<file path="src/sdt_pkg.sv">
// Package for the display memory control and timing register block.
// Assumes an 8-bit register port on a single 25 MHz clock.
package sdt_pkg;
    localparam logic [7:0] OFS_TIMING1 = 8'hE0;
    localparam logic [7:0] OFS_TIMING2 = 8'hE1;
    localparam logic [7:0] OFS_TIMING3 = 8'hE2;
    localparam logic [7:0] OFS_TIMING4 = 8'hE3;
    localparam logic [7:0] OFS_CONTROL = 8'hE4;
    localparam logic [7:0] OFS_ATTR = 8'hE0;
    localparam logic [7:0] OFS_MODE = 8'hE1;
    localparam logic [7:0] OFS_REF_LO = 8'hE2;
    localparam logic [7:0] OFS_REF_HI = 8'hE3;
    localparam logic [7:0] OFS_STATUS = 8'hE5;
    localparam logic [7:0] OFS_ATTR_EXT = 8'hE6;
    localparam int CTL_INIT = 0;
    localparam int CTL_PSAVE = 1;
    localparam int CTL_PEN = 2;
    localparam int CTL_WARN = 3;
    localparam int FLD_LO = 0;
    localparam int FLD_HI = 4;
    localparam logic [3:0] RST_MRD = 4'h2;
    localparam logic [3:0] RST_RFC = 4'h8;
    localparam logic [3:0] RST_XSR = 4'h7;
    localparam logic [3:0] RST_RP = 4'h2;
    localparam logic [3:0] RST_WR = 4'h0;
    localparam logic [3:0] RST_RCD = 4'h2;
    localparam logic [3:0] RST_RAS = 4'h6;
    localparam logic [7:0] RST_ATTR = 8'h29;
    localparam logic [2:0] RST_CAS = 3'h3;
    localparam logic [15:0] RST_REF = 16'h0000;
    localparam logic [15:0] REF_RECOMMENDED = 16'h061A;
    localparam int WARN_MARGIN_BYTES = 512;
    localparam int INIT_WAIT_NS = 200;
    localparam int CLK_PERIOD_NS = 40;
    localparam int INIT_WAIT_CYC = (INIT_WAIT_NS + CLK_PERIOD_NS - 1) / CLK_PERIOD_NS;
    localparam int INIT_REFRESHES = 2;
    typedef enum logic [5:0] {
        SDT_IDLE = 6'h01,
        SDT_WAIT = 6'h02,
        SDT_PRE = 6'h04,
        SDT_AREF = 6'h08,
        SDT_LMR = 6'h10,
        SDT_RUN = 6'h20
    } sdt_state_e;
    typedef enum logic [2:0] {
        SDT_CMD_NOP = 3'h0,
        SDT_CMD_PRE = 3'h1,
        SDT_CMD_REF = 3'h2,
        SDT_CMD_LMR = 3'h3,
        SDT_CMD_SREF = 3'h4,
        SDT_CMD_SEXIT = 3'h5
    } sdt_cmd_e;
    function automatic logic [4:0] sdt_cycles(input logic [3:0] fld);
        return {1'b0, fld} + 5'h01;
    endfunction
endpackage

</file>
<file path="src/sdt_ctrl.sv">
// Display SDRAM control and timing-parameter registers with init and
// power-save sequencing. Assumes a one-cycle register port and a memory
// path that reports read addresses and bandwidth shortfall.
// Function
// - Latch warning near top, range, bandwidth
// - Warning readable, cleared by writing zero
// - Parameter enable bit opens timing registers
// - E0h-E3h timing only while enabled
// - Power-save bit edges enter/exit saving
// - Init bit rising launches init sequence
// - Init bit reads one once ready
// - Init bit sticky; zero write ignored
// - Mode-load delay n+1 clocks, reset 2
// - Refresh period n+1 clocks, reset 8
// - Self-refresh exit delay, reset 7
// - Precharge period, reset 2
// - Write recovery, reset 0
// - Activate delays, reset 2 and 6
// - Refresh interval spacing; zero disables
// - CAS latency locked after init done
//
// The address-and-strobe port was left to the implementer.
`timescale 1ns/1ns
module sdt_ctrl
    import sdt_pkg::*;
#(
    parameter int ADDR_W = 24,
    parameter logic [ADDR_W-1:0] MEM_TOP = 24'hFFFFFF
) (
    input wire logic sys_clk,
    input wire logic nrst,
    input wire logic [7:0] reg_addr,
    input wire logic [7:0] reg_wdata,
    input wire logic reg_wr,
    input wire logic reg_rd,
    output logic [7:0] reg_rdata,
    input wire logic rd_valid,
    input wire logic [ADDR_W-1:0] rd_addr,
    input wire logic bw_short,
    output logic [2:0] mem_cmd,
    output logic mem_cke,
    output logic mem_ready,
    output logic [3:0] t_rcd,
    output logic [3:0] t_ras,
    output logic [3:0] t_wr,
    output logic [2:0] cas_latency_select
);
    typedef struct packed {
        logic [3:0] mrd;
        logic [3:0] rfc;
        logic [3:0] xsr;
        logic [3:0] rp;
        logic [3:0] wr;
        logic [3:0] rcd;
        logic [3:0] ras;
        logic [7:0] attr;
        logic [2:0] cas;
        logic [15:0] refresh_interval;
        logic warn;
        logic timing_param_enable;
        logic mem_power_save_request;
        logic mem_init_start_ready;
        logic init_req;
        logic [15:0] ref_cnt;
        logic [1:0] aref_left;
        logic saving;
        logic [2:0] cmd;
        sdt_state_e state;
        logic [7:0] rdata;
    } sdt_ctrl_s;
    sdt_ctrl_s st_reg;
    sdt_ctrl_s st_next;
    logic dly_load;
    logic [15:0] dly_count;
    logic dly_busy;
    logic near_top;
    initial begin
        if (ADDR_W < 10 || ADDR_W > 32) $error("sdt_ctrl ADDR_W out of range");
        // Margin subtraction must not wrap
        if (MEM_TOP < ADDR_W'(WARN_MARGIN_BYTES)) $error("sdt_ctrl MEM_TOP below margin");
    end
    // Near or beyond the top minus the margin
    assign near_top = rd_addr > (MEM_TOP - ADDR_W'(WARN_MARGIN_BYTES));
    sdt_delay #(
        .W(16)
    ) u_delay (
        .sys_clk(sys_clk),
        .nrst(nrst),
        .load(dly_load),
        .count(dly_count),
        .busy(dly_busy)
    );
    function automatic logic [7:0] rd_mux(input sdt_ctrl_s s, input logic [7:0] a);
        logic [7:0] v;
        v = 8'h00;
        if (s.timing_param_enable) begin
            // Timing view replaces normal registers
            unique case (a)
                OFS_TIMING1: v = {4'h0, s.mrd};
                OFS_TIMING2: v = {s.rfc, s.xsr};
                OFS_TIMING3: v = {s.rp, s.wr};
                OFS_TIMING4: v = {s.rcd, s.ras};
                default: v = 8'h00;
            endcase
        end else begin
            unique case (a)
                OFS_ATTR: v = s.attr;
                OFS_MODE: v = {5'h00, s.cas};
                OFS_REF_LO: v = s.refresh_interval[7:0];
                OFS_REF_HI: v = s.refresh_interval[15:8];
                default: v = 8'h00;
            endcase
        end
        if (a == OFS_CONTROL) begin
            // Ready shows only after init completes
            v = {4'h0, s.warn, s.timing_param_enable, s.mem_power_save_request,
                s.mem_init_start_ready};
        end
        if (a == OFS_STATUS) begin
            v = {2'h0, s.state};
        end
        return v;
    endfunction
    always_comb begin
        st_next = st_reg;
        dly_load = 1'b0;
        dly_count = 16'h0000;
        st_next.cmd = SDT_CMD_NOP;
        st_next.rdata = 8'h00;
        if (reg_rd) begin
            st_next.rdata = rd_mux(st_reg, reg_addr);
        end
        if (reg_wr) begin
            if (st_reg.timing_param_enable) begin
                // Field encodings n+1 applied at use
                unique case (reg_addr)
                    OFS_TIMING1: st_next.mrd = reg_wdata[3:0];
                    OFS_TIMING2: {st_next.rfc, st_next.xsr} = reg_wdata;
                    OFS_TIMING3: {st_next.rp, st_next.wr} = reg_wdata;
                    OFS_TIMING4: {st_next.rcd, st_next.ras} = reg_wdata;
                    default: ;
                endcase
            end else begin
                unique case (reg_addr)
                    OFS_ATTR: st_next.attr = reg_wdata;
                    OFS_MODE: begin
                        if (!st_reg.mem_init_start_ready && !st_reg.init_req) begin
                            st_next.cas = reg_wdata[2:0];
                        end
                    end
                    OFS_REF_LO: st_next.refresh_interval[7:0] = reg_wdata;
                    OFS_REF_HI: st_next.refresh_interval[15:8] = reg_wdata;
                    default: ;
                endcase
            end
            if (reg_addr == OFS_CONTROL) begin
                st_next.timing_param_enable = reg_wdata[CTL_PEN];
                st_next.mem_power_save_request = reg_wdata[CTL_PSAVE];
                if (!reg_wdata[CTL_WARN]) begin
                    st_next.warn = 1'b0;
                end
                // Writing zero does nothing; one only once
                if (reg_wdata[CTL_INIT] && !st_reg.init_req) begin
                    st_next.init_req = 1'b1;
                end
            end
        end
        // Set beats a same-cycle clear
        if ((rd_valid && near_top) || bw_short) begin
            st_next.warn = 1'b1;
        end
        unique case (st_reg.state)
            SDT_IDLE: begin
                if (st_reg.init_req) begin
                    st_next.state = SDT_WAIT;
                    dly_load = 1'b1;
                    dly_count = 16'(INIT_WAIT_CYC);
                end
            end
            SDT_WAIT: begin
                if (!dly_busy) begin
                    st_next.state = SDT_PRE;
                    st_next.cmd = SDT_CMD_PRE;
                    dly_load = 1'b1;
                    dly_count = 16'(sdt_cycles(st_reg.rp));
                    st_next.aref_left = 2'(INIT_REFRESHES);
                end
            end
            SDT_PRE, SDT_AREF: begin
                if (!dly_busy) begin
                    if (st_reg.aref_left != 2'h0) begin
                        st_next.state = SDT_AREF;
                        st_next.cmd = SDT_CMD_REF;
                        st_next.aref_left = st_reg.aref_left - 2'h1;
                        dly_load = 1'b1;
                        dly_count = 16'(sdt_cycles(st_reg.rfc));
                    end else begin
                        st_next.state = SDT_LMR;
                        st_next.cmd = SDT_CMD_LMR;
                        dly_load = 1'b1;
                        dly_count = 16'(sdt_cycles(st_reg.mrd));
                    end
                end
            end
            SDT_LMR: begin
                if (!dly_busy) begin
                    st_next.state = SDT_RUN;
                    st_next.mem_init_start_ready = 1'b1;
                    st_next.ref_cnt = st_reg.refresh_interval;
                end
            end
            SDT_RUN: begin
                // Counts through command gaps, else busy time stretches spacing
                if (!st_reg.saving && st_reg.ref_cnt > 16'h0001) begin
                    st_next.ref_cnt = st_reg.ref_cnt - 16'h0001;
                end
                if (!dly_busy) begin
                    if (st_reg.mem_power_save_request && !st_reg.saving) begin
                        st_next.saving = 1'b1;
                        st_next.cmd = SDT_CMD_SREF;
                        // One idle cycle so exit never follows entry directly
                        dly_load = 1'b1;
                        dly_count = 16'h0001;
                    end else if (!st_reg.mem_power_save_request && st_reg.saving) begin
                        st_next.saving = 1'b0;
                        st_next.cmd = SDT_CMD_SEXIT;
                        dly_load = 1'b1;
                        dly_count = 16'(sdt_cycles(st_reg.xsr));
                        st_next.ref_cnt = st_reg.refresh_interval;
                    end else if (!st_reg.saving && st_reg.refresh_interval != 16'h0000
                        && st_reg.ref_cnt <= 16'h0001) begin
                        // Zero interval stops automatic refresh
                        st_next.cmd = SDT_CMD_REF;
                        st_next.ref_cnt = st_reg.refresh_interval;
                        dly_load = 1'b1;
                        dly_count = 16'(sdt_cycles(st_reg.rfc));
                    end
                end
            end
            default: st_next.state = SDT_IDLE;
        endcase
    end
    always_ff @(posedge sys_clk or negedge nrst) begin
        if (!nrst) begin
            st_reg <= '{mrd: RST_MRD, rfc: RST_RFC, xsr: RST_XSR, rp: RST_RP, wr: RST_WR,
                rcd: RST_RCD, ras: RST_RAS, attr: RST_ATTR, cas: RST_CAS,
                refresh_interval: RST_REF, state: SDT_IDLE, default: '0};
        end else begin
            st_reg <= st_next;
        end
    end
    assign reg_rdata = st_reg.rdata;
    assign mem_cmd = st_reg.cmd;
    assign mem_cke = !st_reg.saving;
    assign mem_ready = st_reg.mem_init_start_ready && !st_reg.saving;
    // Column-path timings left to the access sequencer
    assign t_rcd = st_reg.rcd;
    assign t_ras = st_reg.ras;
    assign t_wr = st_reg.wr;
    assign cas_latency_select = st_reg.cas;
endmodule

</file>
<file path="src/sdt_delay.sv">
// Down-counter that spaces SDRAM commands by a programmed count.
// Assumes the load count is at least one.
`timescale 1ns/1ns
module sdt_delay #(
    parameter int W = 16
) (
    input wire logic sys_clk,
    input wire logic nrst,
    input wire logic load,
    input wire logic [W-1:0] count,
    output logic busy
);
    typedef struct packed {
        logic [W-1:0] cnt;
    } sdt_dly_s;
    sdt_dly_s st_reg;
    sdt_dly_s st_next;
    initial begin
        if (W < 5) $error("sdt_delay width too small");
    end
    always_comb begin
        st_next = st_reg;
        if (load) begin
            st_next.cnt = count;
        end else if (st_reg.cnt != '0) begin
            st_next.cnt = st_reg.cnt - W'(1);
        end
    end
    always_ff @(posedge sys_clk or negedge nrst) begin
        if (!nrst) begin
            st_reg <= '0;
        end else begin
            st_reg <= st_next;
        end
    end
    // Blocks the next command until zero
    assign busy = (st_reg.cnt != '0);
endmodule

</file>
<file path="config.mk">
export PLATFORM = sky130hd
export DESIGN_NAME = sdt_ctrl
export DESIGN_NICKNAME = d
export VERILOG_FILES = /design/src/sdt_pkg.sv /design/src/sdt_ctrl.sv /design/src/sdt_delay.sv
export SDC_FILE = /design/constraint.sdc
export NUM_CORES = 1
export LEC_CHECK = 0
export BUFFER_PORTS_ARGS = -buffer_cell sky130_fd_sc_hd__buf_2
export CORE_ASPECT_RATIO = 0.6
export CORE_UTILIZATION = 53
export DETAILED_ROUTE_END_ITERATION = 6
export PLACE_DENSITY = 0.76
export SYNTH_ARGS = -nofsm -noshare
export SYNTH_HDL_FRONTEND = slang
export SYNTH_SLANG_ARGS = --single-unit
</file>
<file path="constraint.sdc">
create_clock -name sys_clk -period 2.3 [get_ports sys_clk]
set_input_delay 0 -clock sys_clk [delete_from_list [all_inputs] [get_ports sys_clk]]
set_output_delay 0 -clock sys_clk [all_outputs]
set_load 0.005 [all_outputs]
</file>
== Word-level counts from Yosys, hierarchy flattened ==
Index checks and enable logic that the tools add are counted.
Word-level totals
  output and inout bits: 28
  bits of input ports: 46
  logic and storage cells: 146
  register bits after elaboration: 112
Cells by class
  $lt $le $gt $ge: 3
  bitwise gates (word level): 3
  eq/ne operators: 18
  reductions and logical operators: 41
  mux-type cells: 51
  add/sub/neg operators: 7
Operators by type and width (number)
  2-to-1 mux 16 bit: 12
  one-hot mux 16 bit (4 select lines): 1
  one-hot mux 8 bit (4 select lines): 2
  equality test 8 bit (second input constant): 6
  2-to-1 mux 8 bit: 5
  one-hot mux 16 bit (2 select lines): 1
  nonzero test 16 bit: 2
  subtractor 16 x 1 -> 16 bit (second input constant): 2
  one-hot mux 6 bit (5 select lines): 1
  AND reduction 3 bit: 10
  greater-than comparator 24 bit (second input constant): 1
  adder 4 x 1 -> 5 bit (second input constant): 4
  greater-than comparator 16 x 1 -> 1 bit (second input constant): 1
  less-or-equal comparator 16 x 1 -> 1 bit (second input constant): 1
  2-to-1 mux 3 bit: 5
  2-to-1 mux 5 bit: 3
  2-to-1 mux 7 bit: 2
  nonzero test 2 bit: 7
  2-to-1 mux 6 bit: 2
  != test 2 bit (second input constant): 5
  logical AND 1 bit: 9
  2-to-1 mux 1 bit: 9
  one-hot mux 3 bit (3 select lines): 1
  2-to-1 mux 2 bit: 4
  other kinds (19): 27

== Depth between registers and ports, before layout ==
  word-level depth: 9
  depth in mapped cells: 12
  depth with buffers taken out: 10

== Hierarchy ==
Synthesis repeated with hierarchy kept, for this count alone.
Second synthesis, totals
  cell total of the unflattened synthesis: 614
  area total of the unflattened synthesis: 6487.5 µm²
By module, submodules not included
  sdt_ctrl: area each 5480.3 µm², cells each 509, instances 1, seq. area each 2421.1 µm²
  sdt_delay: area each 1007.2 µm², cells each 105, instances 1, seq. area each 400.4 µm²

== Worst setup path after synthesis ==
Ideal clock, no wire load.
  path type: register to register
  from: register u_delay.st_reg[0] in the netlist's numbering
  to: register st_reg[31] in the netlist's numbering
  buffers on the path: 2
  library setup time: 0.126 ns
  stages on the path, launching flop included: 12
  period minus slack after synthesis: 2.297 ns
  arrival time: 2.171 ns
  slack: 0.003 ns
  path through: dfrtp_1 > inv_1 > ha_1 > nor4b_1 > nand4_1 > clkbuf_1 > nor2_1 > nor2_1 > inv_1 > buf_2 > o21ai_0 > a221o_1
On the way
  word-level cells in the longest chain between the ends: 3
  elaborated cells between the ends (all ways): 5
  those cells by class: eq/ne: 1; mux: 2; reduce/logical: 2
RTL lines
  from (decl): RTL line sdt_delay.sv:16  | sdt_dly_s st_reg;
  from (signal assigned): RTL line sdt_delay.sv:33  | st_reg <= st_next;
  nonzero test 16 bit (*): RTL line sdt_delay.sv:37  | assign busy = (st_reg.cnt != '0);
  2-to-1 mux 16 bit or != test 2 bit (tied branches)
  one-hot mux 16 bit (2 select lines) or AND reduction 2 bit (tied branches)
  to (signal assigned): RTL line sdt_ctrl.sv:245  | st_reg <= '{mrd: RST_MRD, rfc: RST_RFC, xsr: RST_XSR, rp: RST_RP, wr: RST_WR,
  to (signal assigned): RTL line sdt_ctrl.sv:249  | st_reg <= st_next;
  to (decl): RTL line sdt_ctrl.sv:71  | sdt_ctrl_s st_reg;
Mark *: on every way between the ends. The rest lies on a longest branch, timed or not.
A chain may end at the register's enable or synchronous reset.

== Final worst setup path ==
  from: register st_reg[52] in the netlist's numbering
  to: register st_reg[23] in the netlist's numbering
On the way
  word-level cells in the longest chain between the ends: 8
RTL lines
  nonzero test 16 bit: RTL line sdt_ctrl.sv:230  | end else if (!st_reg.saving && st_reg.refresh_interval != 16'h0000
  logical AND 1 bit: RTL line sdt_ctrl.sv:230
  logical AND 1 bit: RTL line sdt_ctrl.sv:231  | && st_reg.ref_cnt <= 16'h0001) begin
  2-to-1 mux 16 bit: RTL line sdt_ctrl.sv:230
  2-to-1 mux 16 bit: RTL line sdt_ctrl.sv:224  | end else if (!st_reg.mem_power_save_request && st_reg.saving) begin
  2-to-1 mux 16 bit: RTL line sdt_ctrl.sv:218  | if (st_reg.mem_power_save_request && !st_reg.saving) begin
  2-to-1 mux 16 bit: RTL line sdt_ctrl.sv:217  | if (!dly_busy) begin
  one-hot mux 16 bit (2 select lines): RTL line sdt_ctrl.sv:172  | unique case (st_reg.state)
Every way passes these cells.

==> impl_metrics.csv <==
group,metric,value,unit
status,status,"complete, but fails checks",
status,violations,"negative setup slack",
floorplanning,io_pins,74,
detailed_routing,drt_iter0_markers,535,
finish,largest_reg_flops,70,
timing,fin_ws,-4.77,ps
finish,fin_area,7940,um^2
detailed_routing,firstDrtPassIters,5,
timing,drv_slew,0,
timing,fin_crit_sh,100,%
detailed_routing,ant_nets,0,
pwr,peakVddDrop,0.000529,V
logic_synthesis,yosysWarnings,0,
detailed_routing,drc,0,
clock_tree,numCtsBuffers,9,
logic_synthesis,synth_fp_nets,684,
timing,whs,12.1,ps
placement,portBuffers,64,
finish,fin_util,68.9,%
placement,hpwl,14100,um
logic_synthesis,synth_edf_count,0,
min_path,hold_class,"in2reg",
logic_synthesis,synth-seq-area-share,44.2,%
timing,max_slew_margin,54.8,%
pwr,power.density,701,nW/um^2
logic_synthesis,synthDistinctLibCells,68,
global_routing,grt_overflow_total,0,
finish,fillers,838,
timing,rsz0062_at_grt,"yes",
finish,fin_nets,800,
timing,setup_viol,1,
floorplanning,fp.dieH,87.0,um
clock_tree,cts_buffer_depth,2,
clock_tree,post-cts-setup-buffers,0,
floorplanning,row_count,30,
floorplanning,start_util,55.4,%
critical_path,endpoint_kind,"register",
pwr,total_leakage_power,3.72,nW
detailed_routing,via_per_inst,6.33,
logic_synthesis,yosys_register_bits,112,
clock_tree,clk_latency,350,ps
logic_synthesis,synth_top_area_share,38.1,%
logic_synthesis,synth_area,6380,um^2
detailed_routing,routedWlPerCell,21.2,um
finish,antenna_cells,0,
placement,place_ws,-123,ps
clock_tree,cts.clk_slew.worst_paths,80,ps
critical_path,crit_arrival,2600,ps
timing,worst_pin_slew,678,ps
placement,post_dp_cell_area,7280,um^2
timing,fmax,434,MHz
clock_tree,cts_root_buf,"clkbuf_16",
critical_path,start_kind,"register",
floorplanning,fp.dieW,144,um
global_routing,grt_max_degree,63,
timing,hold_viol,0,
timing,finalCriticalPeriod,2300,ps
floorplanning,die_area,12500,um^2
critical_path,worst-setup-path-type,"reg2reg",
logic_synthesis,synth-async-reset-ratio,100,%
job,cap_viol_max_count,0,
placement,gp_congestion,0.995,
critical_path,cp.required,2590,ps
clock_tree,htree_levels,3,
logic_synthesis,synthFlopType,"dfrtp_1",
global_routing,antenna_found_initial,0,
critical_path,cp_max_fo,5,
detailed_routing,drt_wl_total,19300,um
global_routing,grt_pass1_vias,5407,
timing,fin_skew,7.96,ps
floorplanning,core-area,11500,um^2
clock_tree,clock-sinks,112,
global_routing,grt_pass1_wl,29000,um
detailed_routing,vias,5753,
logic_synthesis,synthTopCellsByArea,"dfrtp_1, mux2_2, dfstp_2, buf_4, nor2_1",
logic_synthesis,syn_avg_cell_area,10.2,um^2
logic_synthesis,synth_top_area_cell,"dfrtp_1",
global_routing,grt_usage,31.0,%
finish,drive_gt1_share,37.8,%
finish,area_growth,24.5,%
logic_synthesis,syn_inst,628,
clock_tree,tritoncts,"built",
timing repair:
item                                    CTS  global route
endpoints found under the hold margin   111             0
cloned                                    0             2
pin swaps                                 1             8
hold buffers                              5             0
endpoints found under the setup margin   30            34
resized for setup                         9            33
path summary, 6_finish.rpt:
| kind | to | cells after the start | slack (ps) | start |
|---|---|---|---|---|
| max | st_reg[23] | 7 | -5 | st_reg[52] |
| min | st_reg[54] | 2 | 10 | reg_wdata[5] |
| max reg2reg | st_reg[23] | 7 | -5 | st_reg[52] |
| min reg2reg | st_reg[40] | 2 | 510 | st_reg[40] |
| max in group asynchronous | st_reg[81] | 3 | 1470 | nrst |
| min in group asynchronous | u_delay.st_reg[5] | 2 | 70 | nrst |
kinds of logic (layout without fill, tap and decap cells):
| kind of cell | Yosys count | count (layout) | share of synthesized area, % |
|---|---|---|---|
| adder cells (fa/ha/maj) | 10 | 10 | 1.96 |
| AO/OA/AOI/OAI | 130 | 130 | 14.1 |
| buffers and inverters | 70 | 191 | 5.94 |
| flip-flops | 112 | 112 | 44.2 |
| AND/OR/NAND/NOR | 207 | 207 | 17.3 |
| multiplexers | 77 | 77 | 13.5 |
| XOR/XNOR | 22 | 22 | 3.02 |
routing by layer:
layer / global-route usage [%] / vias up / part of all wire, % / routed length, um
met2: 45.2 / 294 / 44 / 8430
met1: 44.8 / 2870 / 45 / 8600
met5: 0 / - / 0 / 0
met4: 8.03 / 0 / 1.9 / 376
met3: 9.29 / 40 / 9.7 / 1880
li1: - / 2549 / - / -
Yosys cell counts (all sizes together), types with 2 or more instances:
master,n
a211o,2
a211oi,3
a21o,7
a21oi,24
a221o,8
a221oi,2
a22oi,5
a311oi,6
a31oi,3
a32o,3
a32oi,3
and2,2
and3,4
buf,35
clkbuf,15
dfrtp,97
dfstp,15
ha,10
inv,20
mux2,60
mux2i,16
nand2,39
nand3,22
nand3b,3
nand4,10
nor2,43
nor2b,8
nor3,26
nor3b,4
nor4,19
nor4b,3
o2111ai,3
o211ai,5
o21a,3
o21ai,33
o22ai,5
o31ai,4
o32ai,2
or2,5
or3,10
or4,6
xnor2,9
xor2,13
power by group:
part | internal [mW] | switching (mW)
Sequential | 2.14 | 0.226
Clock | 1.19 | 0.774
Combinational | 0.570 | 0.662
Total | 3.90 | 1.66
per-stage QoR:
stage	power, mW	setup TNS [ps]	std cells
global placement	3.37	-169	886
floorplan	2.93	0	628
finish	5.56	-4.77	909
global route	5.76	-764	909
detailed placement	3.41	-1470	886
CTS	5.39	-0.0626	907
area by class of cell:
| cell class | instances | area (um^2) | area share, % |
|---|---|---|---|
| Sequential cell | 112 | 2820 | 35.5 |
| Inverter | 20 | 75.1 | 0.945 |
| Clock buffer | 9 | 225 | 2.84 |
| Tap cell | 160 | 200 | 2.52 |
| Clock inverter | 7 | 151 | 1.91 |
| Multi-Input combinational cell | 446 | 3350 | 42.2 |
| Timing Repair Buffer | 155 | 1120 | 14.1 |
worst max-delay path: stages (launching register included):
cell       delay [ps]
dfrtp_1           390
nor4_1            390
a41oi_2           260
a31o_2            320
a21o_4            250
clkbuf_16         160
nor4_1            280
a221o_1           180
layout by cell type (no fill, tap or decap), types with 5 or more instances in the layout:
master         synthesis  routed
a21o_1                 6       5
a21oi_1               24      24
a221o_1                8       8
a22oi_1                5       5
a311oi_1               6       6
buf_2                  3      63
buf_4                 28      77
clkbuf_16              0      11
dfrtp_1               97      97
dfstp_2               15      15
dlygate4sd3_1          0       5
ha_1                  10       9
inv_1                 20      18
mux2_2                60      60
mux2i_1               16      16
nand2_1               39      39
nand3_1               22      21
nand4_1               10      10
nor2_1                43      39
nor2b_1                8       8
nor3_1                25      21
nor4_1                16      13
o211ai_1               5       5
o21ai_0               31      27
o21ai_1                1       5
or3_1                  9       7
xnor2_1                9       9
xor2_1                13      13
No activity file was read; power rests on OpenSTA's default activity.
